==> src/hw/cfl_pkg.sv <==
// Package: constants and types for the console file control word loader
package cfl_pkg;
  // -------------------------------------------------------------
  // Command codes
  // -------------------------------------------------------------
  localparam logic [7:0] CFL_CMD_DISK_TO_CW = 8'h60;
  localparam logic [7:0] CFL_CMD_EXEC_DATA  = 8'hc0;
  // -------------------------------------------------------------
  // Field positions and widths
  // -------------------------------------------------------------
  localparam int CFL_BYTE_W      = 8;
  localparam int CFL_WORD_BYTES  = 4;
  localparam int CFL_WORD_W      = 32;
  localparam int CFL_CNT_W       = 2;
  localparam int CFL_SRC_BIT     = 7;
  localparam int CFL_DST_MSB     = 5;
  localparam int CFL_DST_W       = 6;
  localparam logic [1:0] CFL_CNT_LAST = 2'h3;
  localparam logic [1:0] CFL_CNT_ZERO = 2'h0;
  localparam logic [5:0] CFL_DST_LSW0 = 6'h00;
  localparam logic [7:0] CFL_CMD_RESET = 8'h00;
  localparam logic [31:0] CFL_WORD_RESET = 32'h0000_0000;
  localparam int CFL_FIFO_DEPTH  = 16;
  // -------------------------------------------------------------
  // Loader states
  // -------------------------------------------------------------
  typedef enum logic [1:0] {
    CFL_IDLE,
    CFL_LOAD_CW,
    CFL_LOAD_DATA,
    CFL_EXEC
  } cfl_state_e;
endpackage : cfl_pkg

==> src/hw/cfl_loader.sv <==
// Module: console file byte FIFO and control word loader
// -------------------------------------------------------------
// Byte FIFO
// -------------------------------------------------------------
module cfl_fifo #(
  parameter int WIDTH = 8,
  parameter int DEPTH = 16
) (
  // Clock and reset
  input  wire logic             clk,
  input  wire logic             resetn,
  // Fill side
  input  wire logic             in_valid,
  output logic                  in_ready,
  input  wire logic [WIDTH-1:0] in_data,
  // Drain side
  output logic                  out_valid,
  input  wire logic             out_ready,
  output logic [WIDTH-1:0]      out_data
);
  localparam int AW = $clog2(DEPTH);
  logic [WIDTH-1:0] mem [DEPTH];
  logic [AW-1:0]    wr_ptr;
  logic [AW-1:0]    rd_ptr;
  logic [AW:0]      count;
  logic [AW-1:0]    next_wr_ptr;
  logic [AW-1:0]    next_rd_ptr;
  logic [AW:0]      next_count;
  logic             push;
  logic             pop;
  logic             next_in_ready;

  // Handshake terms; ready is a flop that already tells the fill of the coming edge,
  // so a source that trusts it never offers into a full buffer and loses a byte
  always_comb begin
    push          = in_valid && in_ready;
    pop           = out_ready && (count != '0);
    next_wr_ptr   = push ? AW'(wr_ptr + 1'b1) : wr_ptr;
    next_rd_ptr   = pop ? AW'(rd_ptr + 1'b1) : rd_ptr;
    next_count    = (AW+1)'(count + {{AW{1'b0}}, push} - {{AW{1'b0}}, pop});
    next_in_ready = (next_count != (AW+1)'(DEPTH));
  end

  // Pointer and ready registers; ready stays low for one edge after reset
  always_ff @(posedge clk or negedge resetn) begin
    if (!resetn) begin
      wr_ptr   <= '0;
      rd_ptr   <= '0;
      count    <= '0;
      in_ready <= 1'b0;
    end else begin
      wr_ptr   <= next_wr_ptr;
      rd_ptr   <= next_rd_ptr;
      count    <= next_count;
      in_ready <= next_in_ready;
    end
  end

  // Storage is not reset; only the pointers and the count say what is valid
  always_ff @(posedge clk) begin
    if (push) begin
      mem[wr_ptr] <= in_data;
    end
  end

  assign out_valid = (count != '0);
  assign out_data  = mem[rd_ptr];

  fifo_no_overflow_a: assert property (@(posedge clk) disable iff (!resetn)
    count <= (AW+1)'(DEPTH))
    else $error("byte buffer overfilled");

  fifo_ready_full_a: assert property (@(posedge clk) disable iff (!resetn)
    in_ready |-> (count != (AW+1)'(DEPTH)))
    else $error("byte buffer ready while full");
endmodule : cfl_fifo

// -------------------------------------------------------------
// Control word loader
// -------------------------------------------------------------
// How it works
// - Command 60 loads four bytes into control word
// - Command 60 keeps processor clock stopped
// - Command C0 gathers four bytes then starts clock
// - Held control word executes with data operand
// - Command bit 7 selects external data source
// - Destination bits zero select local-store word zero
// - Storage address bypassed from result register
module cfl_loader #(
  parameter int FIFO_DEPTH = cfl_pkg::CFL_FIFO_DEPTH
) (
  // Clock and reset
  input  wire logic                          clk,
  input  wire logic                          resetn,
  // Disk byte stream
  input  wire logic                          disk_valid,
  output logic                               disk_ready,
  input  wire logic [cfl_pkg::CFL_BYTE_W-1:0] disk_byte,
  // Command byte, one cycle strobe while idle
  input  wire logic                          cmd_valid,
  input  wire logic [cfl_pkg::CFL_BYTE_W-1:0] cmd_byte,
  // Processor datapath
  input  wire logic [cfl_pkg::CFL_WORD_W-1:0] result_reg,
  input  wire logic                          exec_done,
  output logic                               cpu_clock_run,
  output logic [cfl_pkg::CFL_WORD_W-1:0]      control_word,
  output logic [cfl_pkg::CFL_WORD_W-1:0]      console_file_data_reg,
  output logic                               src_external,
  output logic                               dst_local_store_word_zero,
  output logic [cfl_pkg::CFL_WORD_W-1:0]      cs_address,
  output logic                               busy
);
  import cfl_pkg::*;

  cfl_state_e             state;
  cfl_state_e             next_state;
  logic [CFL_CNT_W-1:0]   cnt;
  logic [CFL_CNT_W-1:0]   next_cnt;
  logic [CFL_BYTE_W-1:0]  cmd_reg;
  logic [CFL_BYTE_W-1:0]  next_cmd_reg;
  logic [CFL_WORD_W-1:0]  next_control_word;
  logic [CFL_WORD_W-1:0]  next_data_reg;
  logic                   next_run;
  logic                   next_src;
  logic                   next_dst0;
  logic [CFL_WORD_W-1:0]  next_cs_address;
  logic                   f_valid;
  logic                   f_ready;
  logic [CFL_BYTE_W-1:0]  f_data;
  logic                   take;

  // Disk bytes are buffered so the drive can run ahead of the loader;
  // the drive's ready comes straight from the buffer's own ready flop
  cfl_fifo #(
    .WIDTH (CFL_BYTE_W),
    .DEPTH (FIFO_DEPTH)
  ) u_fifo (
    .clk       (clk),
    .resetn    (resetn),
    .in_valid  (disk_valid),
    .in_ready  (disk_ready),
    .in_data   (disk_byte),
    .out_valid (f_valid),
    .out_ready (f_ready),
    .out_data  (f_data)
  );

  // Bytes are drained only while a load is in progress
  assign f_ready = (state == CFL_LOAD_CW) || (state == CFL_LOAD_DATA);
  assign take    = f_ready && f_valid;

  // Next-state logic for the loader
  always_comb begin
    next_state        = state;
    next_cnt          = cnt;
    next_cmd_reg      = cmd_reg;
    next_control_word = control_word;
    next_data_reg     = console_file_data_reg;
    next_run          = cpu_clock_run;
    next_src          = src_external;
    next_dst0         = dst_local_store_word_zero;
    next_cs_address   = cs_address;
    unique case (state)
      CFL_IDLE: begin
        next_run = 1'b0;
        if (cmd_valid && (cmd_byte == CFL_CMD_DISK_TO_CW)) begin
          next_state   = CFL_LOAD_CW;
          next_cmd_reg = cmd_byte;
          next_cnt     = CFL_CNT_ZERO;
        end else if (cmd_valid && (cmd_byte == CFL_CMD_EXEC_DATA)) begin
          next_state   = CFL_LOAD_DATA;
          next_cmd_reg = cmd_byte;
          next_cnt     = CFL_CNT_ZERO;
        end
      end
      CFL_LOAD_CW: begin
        next_run = 1'b0;
        if (take) begin
          next_control_word = {control_word[CFL_WORD_W-CFL_BYTE_W-1:0], f_data};
          next_cnt          = CFL_CNT_W'(cnt + 1'b1);
          if (cnt == CFL_CNT_LAST) begin
            next_state = CFL_IDLE;
          end
        end
      end
      CFL_LOAD_DATA: begin
        if (take) begin
          next_data_reg = {console_file_data_reg[CFL_WORD_W-CFL_BYTE_W-1:0], f_data};
          next_cnt      = CFL_CNT_W'(cnt + 1'b1);
          if (cnt == CFL_CNT_LAST) begin
            next_state = CFL_EXEC;
            next_run   = 1'b1;
            next_src   = cmd_reg[CFL_SRC_BIT];
            next_dst0  = (cmd_reg[CFL_DST_MSB:0] == CFL_DST_LSW0);
            next_cs_address = result_reg;
          end
        end
      end
      CFL_EXEC: begin
        next_run = 1'b1;
        if (dst_local_store_word_zero) begin
          next_cs_address = result_reg;
        end
        if (exec_done) begin
          next_state = CFL_IDLE;
          next_run   = 1'b0;
        end
      end
    endcase
  end

  // Loader registers
  always_ff @(posedge clk or negedge resetn) begin
    if (!resetn) begin
      state                     <= CFL_IDLE;
      cnt                       <= CFL_CNT_ZERO;
      cmd_reg                   <= CFL_CMD_RESET;
      control_word              <= CFL_WORD_RESET;
      console_file_data_reg     <= CFL_WORD_RESET;
      cpu_clock_run             <= 1'b0;
      src_external              <= 1'b0;
      dst_local_store_word_zero <= 1'b0;
      cs_address                <= CFL_WORD_RESET;
      busy                      <= 1'b0;
    end else begin
      state                     <= next_state;
      cnt                       <= next_cnt;
      cmd_reg                   <= next_cmd_reg;
      control_word              <= next_control_word;
      console_file_data_reg     <= next_data_reg;
      cpu_clock_run             <= next_run;
      src_external              <= next_src;
      dst_local_store_word_zero <= next_dst0;
      cs_address                <= next_cs_address;
      busy                      <= (next_state != CFL_IDLE);
    end
  end

  // clock stays stopped while loading a word
  cw_clock_stop_a: assert property (@(posedge clk) disable iff (!resetn)
    (state == CFL_LOAD_CW) |-> !cpu_clock_run)
    else $error("clock ran during control word load");

  // word changes only during a word load
  cw_load_only_a: assert property (@(posedge clk) disable iff (!resetn)
    (state != CFL_LOAD_CW) |=> $stable(control_word) || $past(state) == CFL_LOAD_CW)
    else $error("control word changed outside load");

  cw_end_idle_a: assert property (@(posedge clk) disable iff (!resetn)
    (state == CFL_LOAD_CW && take && cnt == CFL_CNT_LAST) |=> state == CFL_IDLE)
    else $error("word load did not end after four bytes");

  data_start_clk_a: assert property (@(posedge clk) disable iff (!resetn)
    (state == CFL_LOAD_DATA && take && cnt == CFL_CNT_LAST) |=> cpu_clock_run && state == CFL_EXEC)
    else $error("clock not started after data");

  data_no_clk_a: assert property (@(posedge clk) disable iff (!resetn)
    (state == CFL_LOAD_DATA) |-> !cpu_clock_run)
    else $error("clock ran before data complete");

  exec_word_held_a: assert property (@(posedge clk) disable iff (!resetn)
    (state == CFL_EXEC) |-> $stable(control_word) && cpu_clock_run)
    else $error("control word not held in execution");

  src_select_a: assert property (@(posedge clk) disable iff (!resetn)
    (state == CFL_EXEC) |-> src_external == cmd_reg[CFL_SRC_BIT])
    else $error("source select mismatch");

  dst_select_a: assert property (@(posedge clk) disable iff (!resetn)
    (state == CFL_EXEC) |-> dst_local_store_word_zero == (cmd_reg[CFL_DST_MSB:0] == CFL_DST_LSW0))
    else $error("destination select mismatch");

  cs_bypass_a: assert property (@(posedge clk) disable iff (!resetn)
    (state == CFL_EXEC && dst_local_store_word_zero) |=> cs_address == $past(result_reg))
    else $error("storage address not bypassed");

  // each taken byte enters at the bottom
  cw_byte_shift_a: assert property (@(posedge clk) disable iff (!resetn)
    (state == CFL_LOAD_CW && take) |=>
      control_word == {$past(control_word[CFL_WORD_W-CFL_BYTE_W-1:0]), $past(f_data)})
    else $error("control word byte not shifted in");

  idle_clk_off_a: assert property (@(posedge clk) disable iff (!resetn)
    (state == CFL_IDLE) |-> !cpu_clock_run)
    else $error("clock ran while loader idle");

  exec_stop_a: assert property (@(posedge clk) disable iff (!resetn)
    (state == CFL_EXEC && exec_done) |=> !cpu_clock_run && state == CFL_IDLE)
    else $error("clock not stopped after execution done");
endmodule : cfl_loader

==> config.mk <==
export PLATFORM = sky130hd
export DESIGN_NAME = cfl_loader
export DESIGN_NICKNAME = d
export VERILOG_FILES = /design/src/hw/cfl_pkg.sv /design/src/hw/cfl_loader.sv
export SDC_FILE = /design/constraint.sdc
export NUM_CORES = 1
export LEC_CHECK = 0
export BUFFER_PORTS_ARGS = -buffer_cell sky130_fd_sc_hd__clkbuf_2
export CAP_MARGIN = 20
export CELL_PAD_IN_SITES_DETAIL_PLACEMENT = 0
export CELL_PAD_IN_SITES_GLOBAL_PLACEMENT = 1
export CORE_ASPECT_RATIO = 0.7
export CORE_MARGIN = 3
export CORE_UTILIZATION = 47
export DETAILED_ROUTE_END_ITERATION = 7
export HOLD_SLACK_MARGIN = 0.1
export PLACE_DENSITY_LB_ADDON = 0.08
export SYNTH_ARGS = -nofsm -noshare
export SYNTH_HDL_FRONTEND = slang
export SYNTH_SLANG_ARGS = --single-unit
==> constraint.sdc <==
create_clock -name clk -period 3.2 [get_ports clk]
set_clock_uncertainty 0.05 [all_clocks]
set_input_delay 0.16 -clock clk [delete_from_list [all_inputs] [get_ports clk]]
set_output_delay 0.16 -clock clk [all_outputs]
set_load 0.02 [all_outputs]
==> results, run 1 <==
- The run finished with clean final reports.
- At the worst endpoint, the arrival time is 3.28 ns.
- The share of the synthesized area in compound gates (AO/OA/AOI/OAI) is 4.48%.
- From synthesis to final layout, the design area changed by 22.8%.
- The post-CTS setup buffer count is 0.
- The tree built by TritonCTS fans out to 253 sinks.
- The pin count of the biggest net entering global routing is 60.
- STA classifies the critical path endpoint as a flop.
- The remaining global-route overflow is 0.
- The first-pass detailed-route iteration total is 5.
- The net load switching power is 3.32 mW.
- In the final layout, the share of cells above drive strength 1 is 34.9%.
- Dividing total power by cell area gives a power density of 815 nW/um^2.
- The total count of max-transition violations in the final report is 0.
- The TritonCTS buffer count is 25.
- The die covers 23600 um^2.
- Summed over all cells, the static leakage comes to 5.47 nW.
- The non-filler instance count after layout is 1141.
- Among all flip-flop cells after synthesis, the most frequent one is sky130_fd_sc_hd__edfxtp_1.
- The initial antenna violation count is 0.
- The cell that appears most often on the critical path is sky130_fd_sc_hd__inv_1.
- The synthesized netlist devotes 5.91% of its cell area to simple gates.
- The post-synthesis average cell area is 16.1 um^2.
- After legalization and detailed placement, the total HPWL measured 14.9 mm.
- The floorplan has 44 rows.
- In this run, placement finished with an instance count of 1044.
- The startpoint kind of the worst setup timing path is a flop.
- The horizontal die dimension is 182 um.
- The final-stage net count is 917.
- VDD sags by at most 0.558 mV.
- The number of design rule violations left after detail routing is 0.
- TritonCTS built the clock tree.
- Combinational logic is responsible for 29.8% of the overall power.
- The number of nets produced by synthesis is 704.
- In this run the vertical extent of the chip is 129 um.
- The register with the most flip-flops in the layout has 128 of them.
- After Yosys synthesis, full adders, half adders and majority gates account for 2.28% of the synthesized area.
- In this run the worst hold path is classified as in -> async.
- At the worst endpoint, the required time is 3.55 ns.
- On the worst path, the slowest cell contributes a delay of 0.44 ns.
- The post-placement worst setup slack is 0.180 ns.
- The maximum operating frequency is 342 MHz.
- After synthesis, the largest family of logic cells by area is multiplexers.
- The total of buffers placed on input and output ports is 153.
- The average via count per standard cell is 5.33.
- The Yosys step of the flow raised 0 warnings.
- The final route contains 6078 vias.
- After synthesis, the share of flip-flops with an asynchronous set or reset is 49.4%.
- The final critical path takes up 91.3% of the cycle.
- No sink is reached through more buffers than the 3 on the longest clock path.
- The repair_antennas step left the layout with diodes totalling 0.
- At the end of routability-driven placement, the weighted congestion stood at 0.783.
- The count of nets left with antenna violations after detail routing is 0.
- The mapped netlist covers 10200 um^2.
- The mean routed wirelength per cell is 19.0 um.
- The initial utilization of the core area, before any placement, comes to 48.6%.
- Traced cell by cell, the critical path runs through inv_1 -> ha_2 -> inv_1 -> nor2_1 -> ha_1 -> inv_1 -> ha_1 -> inv_1 -> fa_1 -> nand2b_1 -> a21oi_1 -> o21ai_0 -> and2_1.
- The number of DRC violations after detailed-routing iteration 0 is 375.
- Of the total power, the clock network draws 26.8%.
- For this run, the total global-route usage over all layers was measured as 18.3%.
- The register ranked first by flip-flop count is u_fifo.mem.
- The later-pin clock latency in the skew report is 0.51 ns.
- The synthesized netlist contains 54 unique library cells.
- The via count of the first global-routing pass is 6302.
- The share of the core filled with cells is 59.6%.
- The post-detailed-routing wire length is 21.7 mm.
- The power share of the sequential group is 43.4%.
- Summing the sequential cell areas from Yosys gives 68.2% of the chip area.
- The global-route wire length before repair is 34.2 mm.
- The filler cell count in the final layout is 1614.
- The synthesized netlist devotes 0.857% of its cell area to XOR and XNOR gates.
- The number of top-level pins is 154.
- The core region is 21000 um^2.
- Counting every instance in the synthesized netlist gives 633.
- The number of enable flip-flop cells after synthesis is 128.
- Setup repair after global routing left no endpoint under its margin.
- Max-cap violations in this run came to 0.
- After synthesis, the share of cell area in mux cells is 15.9%.
- Clock tree synthesis selected as its root buffer the cell sky130_fd_sc_hd__clkbuf_16.
- After layout, the worst setup slack is 0.279 ns.
- The depth of the CTS H-tree is 1.
- Counting I/O delays and the setup requirement, the final critical path takes 2.92 ns.
- The clock-pin slew on the worst setup and hold paths is 0.06 ns.
- Along the worst path, the maximum fanout reaches 8.
- In the final timing run, aggregate negative setup slack is 0 ns.
- The worst setup path is of the reg -> reg kind.
- Setup violations remaining at the end of the flow were counted as 0.
- The hold violation count in the final report was 0.
- The slowest stage cell on the critical path is sky130_fd_sc_hd__dfrtp_1.
- The cell-internal power is 6.90 mW.
- The slew at the pin closest to its max-slew limit is 0.873 ns.
- Headroom to the max-slew limit came out at 41.7%.
- Net switching is 32.5% of the power.
- In this run, synthesis produced a sequential element count of 253.
[synth_stat cells (all sizes together) (2+ instances only)]
cell | instances | area share (%)
nor2b | 10 | 0.61
o22ai | 2 | 0.12
mux4 | 11 | 2.4
edfxtp | 128 | 38
a21o | 2 | 0.15
nand2b | 4 | 0.24
nor3 | 3 | 0.15
nand2 | 24 | 0.88
o31ai | 10 | 0.73
ha | 17 | 2.1
o21ai | 11 | 0.54
or4 | 2 | 0.15
mux2 | 88 | 9.8
nand4 | 6 | 0.37
mux2i | 38 | 3.7
and3b | 3 | 0.26
a21oi | 5 | 0.28
xor2 | 3 | 0.26
nor2 | 6 | 0.22
xnor2 | 7 | 0.60
nor3b | 3 | 0.22
inv | 20 | 0.73
nand3 | 11 | 0.54
or3 | 2 | 0.12
clkbuf | 5 | 0.18
dfrtp | 125 | 31
a31oi | 3 | 0.18
and3 | 7 | 0.48
o41ai | 2 | 0.17
a22oi | 19 | 1.4
and2 | 18 | 1.1
buf | 21 | 1.4
nor4 | 2 | 0.12
[area by class of cell]
cell class | instances | area, um^2 | area share, %
clock inverters | 9 | 76.3 | 0.609
well taps | 276 | 345 | 2.75
repair buffers | 212 | 1350 | 10.8
multi-input cells | 334 | 3030 | 24.2
clock buffers | 37 | 691 | 5.51
inverters | 20 | 75.1 | 0.599
flip-flops and latches | 253 | 6970 | 55.6
[kinds of logic after synthesis]
kind of cell,count (synthesis)
AO/OA/AOI/OAI,63
buffers and inverters,46
flip-flops,253
XOR/XNOR,10
multiplexers,137
adder cells (fa/ha/maj),18
AND/OR/NAND/NOR,106
[timing repair]
| action | in CTS | in global routing |
|---|---|---|
| resized for setup | 0 | 2 |
| hold buffers | 51 | 0 |
| setup endpoints to repair | 0 | 2 |
| hold endpoints to repair | 224 | 0 |
[critical path: cells and delay by family (launching register included)]
kind                     cells  cell delay, ns
adder cells (fa/ha/maj)      4            1.24
AND/OR/NAND/NOR              3            0.48
flip-flops                   1            0.44
buffers and inverters        4            0.31
AO/OA/AOI/OAI                2            0.31
[metrics by stage]
step                area, um^2  total power [mW]  hold slack [ns]
global placement         11300              7.40            0.209
floorplan                10200              6.50           -0.186
finish                   12500              10.2            0.185
global route             12500              10.8            0.225
detailed placement       11300              7.53            0.221
CTS                      12500              10.3            0.176
[power groups by stage]
stage	Clock, mW	Sequential (mW)	Combinational [mW]
final	2.74	4.43	3.05
after global routing	2.95	4.51	3.34
after CTS	2.81	4.43	3.09
after detailed placement	0	4.50	3.03
after global placement	0	4.46	2.95
after floorplan	0	4.62	1.89
[cell usage in the layout, fill, tap and decap left out, types with 4 or more instances in the layout]
master	count
sky130_fd_sc_hd__buf_4	8
sky130_fd_sc_hd__nand2_1	24
sky130_fd_sc_hd__inv_1	20
sky130_fd_sc_hd__nor2_1	6
sky130_fd_sc_hd__a21oi_1	4
sky130_fd_sc_hd__mux4_2	11
sky130_fd_sc_hd__xnor2_1	7
sky130_fd_sc_hd__ha_1	16
sky130_fd_sc_hd__nor2b_1	10
sky130_fd_sc_hd__edfxtp_1	128
sky130_fd_sc_hd__clkbuf_1	10
sky130_fd_sc_hd__nand3_1	10
sky130_fd_sc_hd__dfrtp_1	124
sky130_fd_sc_hd__clkbuf_16	25
sky130_fd_sc_hd__dlygate4sd3_1	51
sky130_fd_sc_hd__nand4_1	6
sky130_fd_sc_hd__nand2b_1	4
sky130_fd_sc_hd__mux2_2	86
sky130_fd_sc_hd__o31ai_1	10
sky130_fd_sc_hd__a22oi_1	19
sky130_fd_sc_hd__clkbuf_2	152
sky130_fd_sc_hd__mux2i_1	38
sky130_fd_sc_hd__and2_1	18
sky130_fd_sc_hd__o21ai_0	11
sky130_fd_sc_hd__and3_1	6
[path summary, 6_finish.rpt]
check	from	endpoint	slack (ns)	depth (start not counted)
hold / removal	resetn	control_word[28]	0.18	2
setup / recovery	state[0]	u_fifo.count[4]	0.28	13
min in group clk	cmd_valid	state[1]	0.20	4
setup reg to reg	state[0]	u_fifo.count[4]	0.28	13
max in group asynchronous	resetn	cs_address[21]	1.90	3
hold reg to reg	cmd_reg[1]	dst_local_store_word_zero	0.41	1
[metal layers]
| layer | vias up | global-route usage, % | wire (um) | part of all wire (%) |
|---|---|---|---|---|
| met5 | - | 0 | 0 | 0 |
| met4 | 0 | 4.43 | 444 | 2.0 |
| met3 | 38 | 2.97 | 914 | 4.2 |
| met2 | 142 | 29.3 | 10200 | 47 |
| met1 | 3102 | 26.6 | 10100 | 47 |
| li1 | 2796 | - | - | - |
Power figures use the tool's default switching activity.
==> run 2: changes to the inputs <==
==> constraint.sdc (replaced) <==
create_clock -name clk -period 3.2 [get_ports clk]
set_clock_uncertainty 0.05 [all_clocks]
set_input_delay 0.48 -clock clk [delete_from_list [all_inputs] [get_ports clk]]
set_output_delay 0.48 -clock clk [all_outputs]
set_load 0.02 [all_outputs]
==> run 2 against run 1 <==
  * Routed wire length fell by 3.0%
  * First-iteration DRC count fell by 4.3%
  * Die area did not move
  * Non-clock buffer count fell by 49
  * Largest cell class unchanged
  * Largest power group unchanged
==> results, run 2 (synthesized netlist as in run 1, its figures left out) <==
- The slew at the pin closest to its max-slew limit is 1.03 ns.
- The global placer's final weighted congestion is 0.782.
- The count of nets left with antenna violations after detail routing is 0.
- In this run the power density over the cells is 840 nW/um^2.
- The TritonCTS buffer count is 25.
- Among cell families on the critical path, the largest total delay comes from adder cells.
- The element type at the critical path end is a flop.
- In the global route stage, overall resource usage came out at 17.8%.
- STA classifies the critical path startpoint as a flop.
- The via count of the first global-routing pass came to 6050.
- In the final design database the tool counted 868 nets.
- The clock share of power is 26.5%.
- Counting flops per register, the top entry is u_fifo.mem.
- The filler cell count in the final layout is 1660.
- The switching part of the total is 32.7%.
- The flip-flop count of the largest register, all copies and words added is 128.
- 0 antenna diodes ended up in the layout.
- The leakage power total is 5.26 nW.
- In the routed layout, each cell is associated on average with a via count of 5.29.
- The number of placed instances, taps included, is 1045.
- Walking the worst path, the cells encountered are inv_1 -> ha_2 -> inv_1 -> nor2_1 -> ha_1 -> inv_1 -> ha_1 -> inv_1 -> fa_1 -> nand2b_1 -> a21oi_1 -> o21ai_0 -> and2_1.
- In this run the most critical hold path is launched from result_reg[19].
- The first detailed-routing pass ran for 4 iterations.
- The final critical delay including setup and external delays is 2.95 ns.
- The combinational group share of total power is 29.0%.
- At the worst endpoint, the arrival time is 3.30 ns.
- The largest stage delay on the critical path is 0.45 ns.
- The non-filler instance count after layout is 1091.
- The startpoint of the worst-slack reg-to-reg timing path is state[0].
- The leading cell type in the layout, fill and taps excluded is sky130_fd_sc_hd__clkbuf_2.
- No sink is reached through more buffers than the 3 on the longest clock path.
- The worst path buffer plus inverter count is 4.
- The remaining global-route overflow is 0.
- The peak ir drop on the vdd network is 0.549 mV.
- After detailed routing, the average wire length per cell comes to 19.3 um.
- The run finished with clean final reports.
- The worst setup path is of the reg -> reg kind.
- The total count of max-transition violations in the final report is 0.
- The total via count in the routed design is 5767.
- In this run the worst setup path begins at state[0].
- The slowest stage cell on the critical path is sky130_fd_sc_hd__dfrtp_1.
- The initial antenna violation count came to 0.
- The post-placement worst setup slack is 0.192 ns.
- The wire-length estimate of the detail-placed layout is 15.2 mm.
- The floorplan step set the die width to 182 um.
- The fraction of layout instances using a drive strength above 1 is 37.4%.
- The die is 129 um tall.
- The depth of the CTS H-tree is 1.
- The hold violation count in the final report is 0.
- The setup violation total in the final timing report is 0.
- The clock-pin slew on the worst setup and hold paths is 0.06 ns.
- The count of standard-cell rows is 44.
- The buffer cell driving the clock tree root is sky130_fd_sc_hd__clkbuf_16.
- In this run the count of I/O pins placed on the die edge is 154.
- The post-detailed-routing wire length is 21.0 mm.
- The count of buffers added on input and output ports is 153.
- The die covers 23600 um^2.
- The layout overhead on the synthesized area is 17.7%.
- For the worst-skew pair, the clock arrives at the later sink with an insertion delay of 0.51 ns.
- The first global-routing pass estimated 33.2 mm of wire.
- The power share of the sequential group is 44.5%.
- TritonCTS built the clock tree.
- Adding up every negative setup slack in the final design gives 0 ns.
- The internal portion of the total power is 6.81 mW.
- Leaving out fill and tap cells, the most frequent cells in the layout are sky130_fd_sc_hd__clkbuf_2, sky130_fd_sc_hd__edfxtp_1, sky130_fd_sc_hd__dfrtp_1, sky130_fd_sc_hd__mux2_2, sky130_fd_sc_hd__mux2i_1.
- The final critical path takes up 92.3% of the cycle.
- The initial core utilization is 48.6%.
- The worst pin sits at a relative slew slack of 31.2%.
- The number of setup buffers added after CTS is 0.
- The pin count of the biggest net entering global routing is 65.
- In this run the worst path has a maximum fanout of 8.
- Among the stages of the critical path, the cell type that occurs most often is sky130_fd_sc_hd__inv_1.
- The worst path meets setup with 0.247 ns of slack.
- The net load switching power is 3.30 mW.
- The detailed router finished its first iteration with 359 violations.
- CTS saw 253 sinks.
- The count of max-cap constraint violations is 0.
- The floorplan step defined a core boundary enclosing 21000 um^2.
- The data required time of the worst path is 3.55 ns.
- Setup repair after global routing left no endpoint under its margin.
- The path class of the lowest-slack min-delay path is in -> reg.
- For this run, the top clock speed supported by timing is 339 MHz.
- The number of design rule violations left after detail routing is 0.
run 2: cell types whose count changed in the layout (fill, tap and decap cells not counted), sizes merged:
| cell | delta |
|---|---|
| clkbuf | -1 |
| bufinv | -1 |
| buf | +1 |
| inv | -1 |
| clkinv | +2 |
| dlygate4sd3 | -50 |
run 2: final timing paths:
| path | endpoint | slack [ns] | cells past startpoint |
|---|---|---|---|
| worst max-delay path | u_fifo.count[4] | 0.25 | 13 |
| worst min-delay path | cs_address[19] | 0.15 | 2 |
| worst max register to register | u_fifo.count[4] | 0.25 | 13 |
| worst min register to register | dst_local_store_word_zero | 0.40 | 1 |
| max in group asynchronous | dst_local_store_word_zero | 1.94 | 3 |
| min in group asynchronous | control_word[10] | 0.39 | 2 |
run 2: stage by stage:
step / power [mW] / utilization, % / area (um^2) / hold slack [ns]
final: 10.1 / 57.2 / 12000 / 0.147
after global routing: 10.7 / 57.2 / 12000 / 0.137
after CTS: 10.2 / 57.2 / 12000 / 0.127
after detailed placement: 7.53 / 53.6 / 11300 / 0.381
after global placement: 7.42 / 53.6 / 11300 / 0.380
after floorplan: 6.50 / - / 10200 / 0.134
run 2: worst register-to-register path: stages (launching register included):
cell and delay (ns):
sky130_fd_sc_hd__dfrtp_1 0.45, sky130_fd_sc_hd__inv_1 0.13, sky130_fd_sc_hd__ha_2 0.43, sky130_fd_sc_hd__inv_1 0.08, sky130_fd_sc_hd__nor2_1 0.14, sky130_fd_sc_hd__ha_1 0.25
sky130_fd_sc_hd__inv_1 0.06, sky130_fd_sc_hd__ha_1 0.16, sky130_fd_sc_hd__inv_1 0.06, sky130_fd_sc_hd__fa_1 0.40, sky130_fd_sc_hd__nand2b_1 0.16, sky130_fd_sc_hd__a21oi_1 0.20
sky130_fd_sc_hd__o21ai_0 0.13, sky130_fd_sc_hd__and2_1 0.16
run 2: repair_timing:
item                                    in CTS  in global routing
hold buffers                                 1                  0
endpoints found under the setup margin       0                  2
endpoints found under the hold margin       28                  0
gates resized for setup                      0                  2
run 2: cell type report:
type	count	area (um^2)	area share (%)
Sequential cell	253	6970	58.0
Multi-Input combinational cell	334	3030	25.2
Timing Repair Buffer	163	858	7.13
Clock buffer	36	704	5.86
Tap cell	276	345	2.87
Inverter	20	75.1	0.624
Clock inverter	9	43.8	0.364
run 2: power by group through the flow:
stage               clock, mW  sequential, mW  combinational, mW
global route             2.89            4.59               3.22
floorplan                   0            4.62               1.89
global placement            0            4.53               2.88
finish                   2.68            4.50               2.93
detailed placement          0            4.57               2.97
CTS                      2.75            4.50               2.98
run 2: layer usage:
metal / track usage (%) / share of wire, %
met1: 26.4 / 49
met2: 28.1 / 45
met3: 2.97 / 4.2
met4: 4.07 / 1.8
met5: 0 / 0
==> run 3: changes to the inputs <==
Settings changed: CORE_ASPECT_RATIO 0.7 to 0.6.
==> run 3 against run 2 <==
  * Die area up 0.12%
  * Register-to-register slack better by 0.09 ns
  * Worst setup slack better by 0.090 ns
  * Global-route usage up 0.31 points
  * Via count up 1.0%
  * First-iteration DRC count up 12%
  * Combinational power up 2%
  * Sequential share of layout area up 0.097 points
  * Final cell count up 0.18%
  * Hold slack better by 0.010 ns
  * Largest power group unchanged
==> results, run 3 (synthesized netlist as in run 1, its figures left out) <==
- Setup total negative slack on the finished layout was measured at 0 ns.
- The initial utilization of the core area, before any placement, comes to 48.2%.
- After detailed routing, the number of vias per cell comes to 5.33.
- The count of nets left with antenna violations after detail routing is 0.
- The routed layout has 5826 vias.
- At the pin with the least slew margin, the transition time is 1.02 ns.
- The setup violation total in the final timing report is 0.
- The clock-pin slew on the worst setup and hold paths is 0.06 ns.
- Excluding fillers, the count of instances in the completed layout stands at 1093.
- Setup repair after global routing left no endpoint under its margin.
- The cell-internal power is 6.76 mW.
- Power spread over the standard cell area amounts to 837 nW/um^2.
- For this run the aggregate overflow at the end of global routing stands at 0.
- The path class of the lowest-slack min-delay path is in -> reg.
- In this run the worst path has a maximum fanout of 8.
- Once the clock tree was built, the resizer swapped 0 gates to a different size.
- The tool flagged a number of max-cap violations equal to 0.
- The total die area is 23600 um^2.
- The post-detailed-routing wire length is 21.4 mm.
- The clock tree from TritonCTS is done.
- The path type of the worst setup path is reg -> reg.
- The first detailed-routing pass took 5 iterations.
- The via count of the first global-routing pass came to 5736.
- Final hold analysis gives a worst-case slack of 0.157 ns.
- The mean routed wirelength per cell is 19.6 um.
- The area of placed instances is 11300 um^2.
- The congestion estimate from routability-driven global placement came to 0.798.
- The worst path needs 2.86 ns of the cycle, external delays included.
- The worst setup path is captured at a flop.
- The total count of max-transition violations in the final report is 0.
- The top cell types in the final layout, fill and taps aside, are sky130_fd_sc_hd__clkbuf_2, sky130_fd_sc_hd__edfxtp_1, sky130_fd_sc_hd__dfrtp_1, sky130_fd_sc_hd__mux2_2, sky130_fd_sc_hd__mux2i_1.
- The clock share of power is 25.9%.
- In the routed design, unresolved DRC markers number 0.
- The final critical-path share of the clock period is 89.5%.
- Relative to the synthesized area, the layout overhead comes to 17.5%.
- Global routing used 18.1% of the available tracks.
- The hold violation count in the final report is 0.
- Net switching is 32.8% of the power.
- For this design the static power due to leakage is 5.24 nW.
- Input and output buffers added on the ports amount to 153.
- The combinational group share of total power is 29.7%.
- The data required time of the worst path is 3.55 ns.
- Traced cell by cell, the critical path runs through inv_1 -> ha_1 -> inv_1 -> nor2_1 -> ha_1 -> inv_1 -> ha_1 -> inv_1 -> fa_1 -> nand2b_1 -> a21oi_1 -> o21ai_0 -> and2_1.
- The die is 120 um tall.
- The detailed router finished its first iteration with 402 violations.
- The flip-flop count of the largest register, all copies and words added is 128.
- The cell type group with the largest total delay on the critical path is adder cells.
- The depth of the CTS H-tree is 1.
- Before CTS, the worst setup slack after placement is 0.322 ns.
- The floorplan has 41 rows.
- The data arrival at the endpoint of the critical path is 3.21 ns.
- The flow ran to the end, and the final reports show no timing, DRC or antenna violations.
- In this run the count of I/O pins placed on the die edge is 154.
- The count of placed standard cells including taps is 1048.
- The worst setup margin is 0.337 ns.
- The later-pin clock latency in the skew report is 0.50 ns.
- The register-to-register path setup slack is 0.34 ns.
- Ranked by flip-flop count, first place goes to u_fifo.mem.
- The share of the core filled with cells is 56.7%.
- The buffer cell driving the clock tree root is sky130_fd_sc_hd__clkbuf_16.
- The total non-filler cell area in the finished layout is 12000 um^2.
- The fraction of layout instances using a drive strength above 1 is 36.6%.
- The global-route wire length before repair is 33.5 mm.
- Counting every sink on the clock net gives 253.
- The core region area is 21200 um^2.
- After the last flow step, the layout net total stands at 867.
- The net load switching power is 3.29 mW.
- The horizontal die dimension is 196 um.
- 0 antenna diodes ended up in the layout.
- The cell type with the highest occurrence count on the critical path is sky130_fd_sc_hd__inv_1.
- The completed layout was analyzed and its total power is 10.1 mW.
- The number of buffers and inverters on the critical path is 4.
- The TritonCTS buffer count is 24.
- The maximum operating frequency is 349 MHz.
- The peak ir drop on the vdd network is 0.421 mV.
- In this run the deepest clock path goes through 3 buffers.
- Entering global routing, the biggest net connects 54 pins.
- On the worst path, the slowest cell contributes a delay of 0.44 ns.
- The initial antenna violation count came to 0.
- The worst pin sits at a relative slew slack of 32.0%.
- On the critical path, the stage with the largest delay is an instance of sky130_fd_sc_hd__ha_1.
- Sequential cells account for 44.3% of the total power.
- The half-perimeter wire length of the detailed placement result is 15.1 mm.
- The startpoint kind of the worst setup timing path is a flop.
- Leaving out fill and tap cells, the most frequent cell in the layout is sky130_fd_sc_hd__clkbuf_2.
## run 3: changes by cell type in the layout (fill, tap and decap cells not counted), sizes merged
cell and change:
clkinv -1, inv -1, clkbuf +1
## run 3: area by class of cell
| class | instances | area, um^2 |
|---|---|---|
| clock buffer | 37 | 691 |
| clock inverter | 7 | 30.0 |
| fill | 1663 | 9180 |
| inverter | 20 | 75.1 |
| multi-input combinational | 334 | 3020 |
| sequential | 253 | 6970 |
| tap | 279 | 349 |
| timing repair buffer | 163 | 871 |
## run 3: per-layer routing
| layer | vias up | part of all wire [%] | global-route usage [%] |
|---|---|---|---|
| met1 | 2976 | 50 | 29.4 |
| met5 | - | 0 | 0 |
| met2 | 130 | 44 | 25.9 |
| met4 | 0 | 1.2 | 3.56 |
| met3 | 21 | 5.5 | 3.04 |
| li1 | 2699 | - | - |
## run 3: power by group through the flow
stage | Sequential [mW] | Combinational, mW | Clock, mW
after floorplan | 4.62 | 1.89 | 0
after global placement | 4.49 | 2.95 | 0
after detailed placement | 4.53 | 3.02 | 0
after CTS | 4.46 | 3.03 | 2.68
after global routing | 4.54 | 3.28 | 2.81
final | 4.46 | 2.99 | 2.61
## run 3: repair_timing
action / in CTS / in global routing
hold endpoints to repair: 50 / 0
hold buffers: 1 / 0
buffers inserted: 0 / 0
## run 3: path summary, 6_finish.rpt
check                           depth (start not counted)     startpoint                   endpoint
max in group asynchronous                               3         resetn            control_word[6]
worst max-delay path                                   13       state[0]            u_fifo.count[4]
worst max register to register                         13       state[0]            u_fifo.count[4]
worst min register to register                          1     cmd_reg[1]  dst_local_store_word_zero
worst min-delay path                                    2  result_reg[4]              cs_address[4]
min in group asynchronous                               2         resetn              cs_address[4]
## run 3: worst register-to-register path, stage by stage, from the launching register on
cell                       delay (ns)
sky130_fd_sc_hd__dfrtp_1         0.43
sky130_fd_sc_hd__inv_1           0.12
sky130_fd_sc_hd__ha_1            0.44
sky130_fd_sc_hd__inv_1           0.08
sky130_fd_sc_hd__nor2_1          0.15
sky130_fd_sc_hd__ha_1            0.25
sky130_fd_sc_hd__inv_1           0.06
sky130_fd_sc_hd__ha_1            0.15
sky130_fd_sc_hd__inv_1           0.06
sky130_fd_sc_hd__fa_1            0.39
sky130_fd_sc_hd__nand2b_1        0.16
sky130_fd_sc_hd__a21oi_1         0.16
sky130_fd_sc_hd__o21ai_0         0.11
sky130_fd_sc_hd__and2_1          0.15
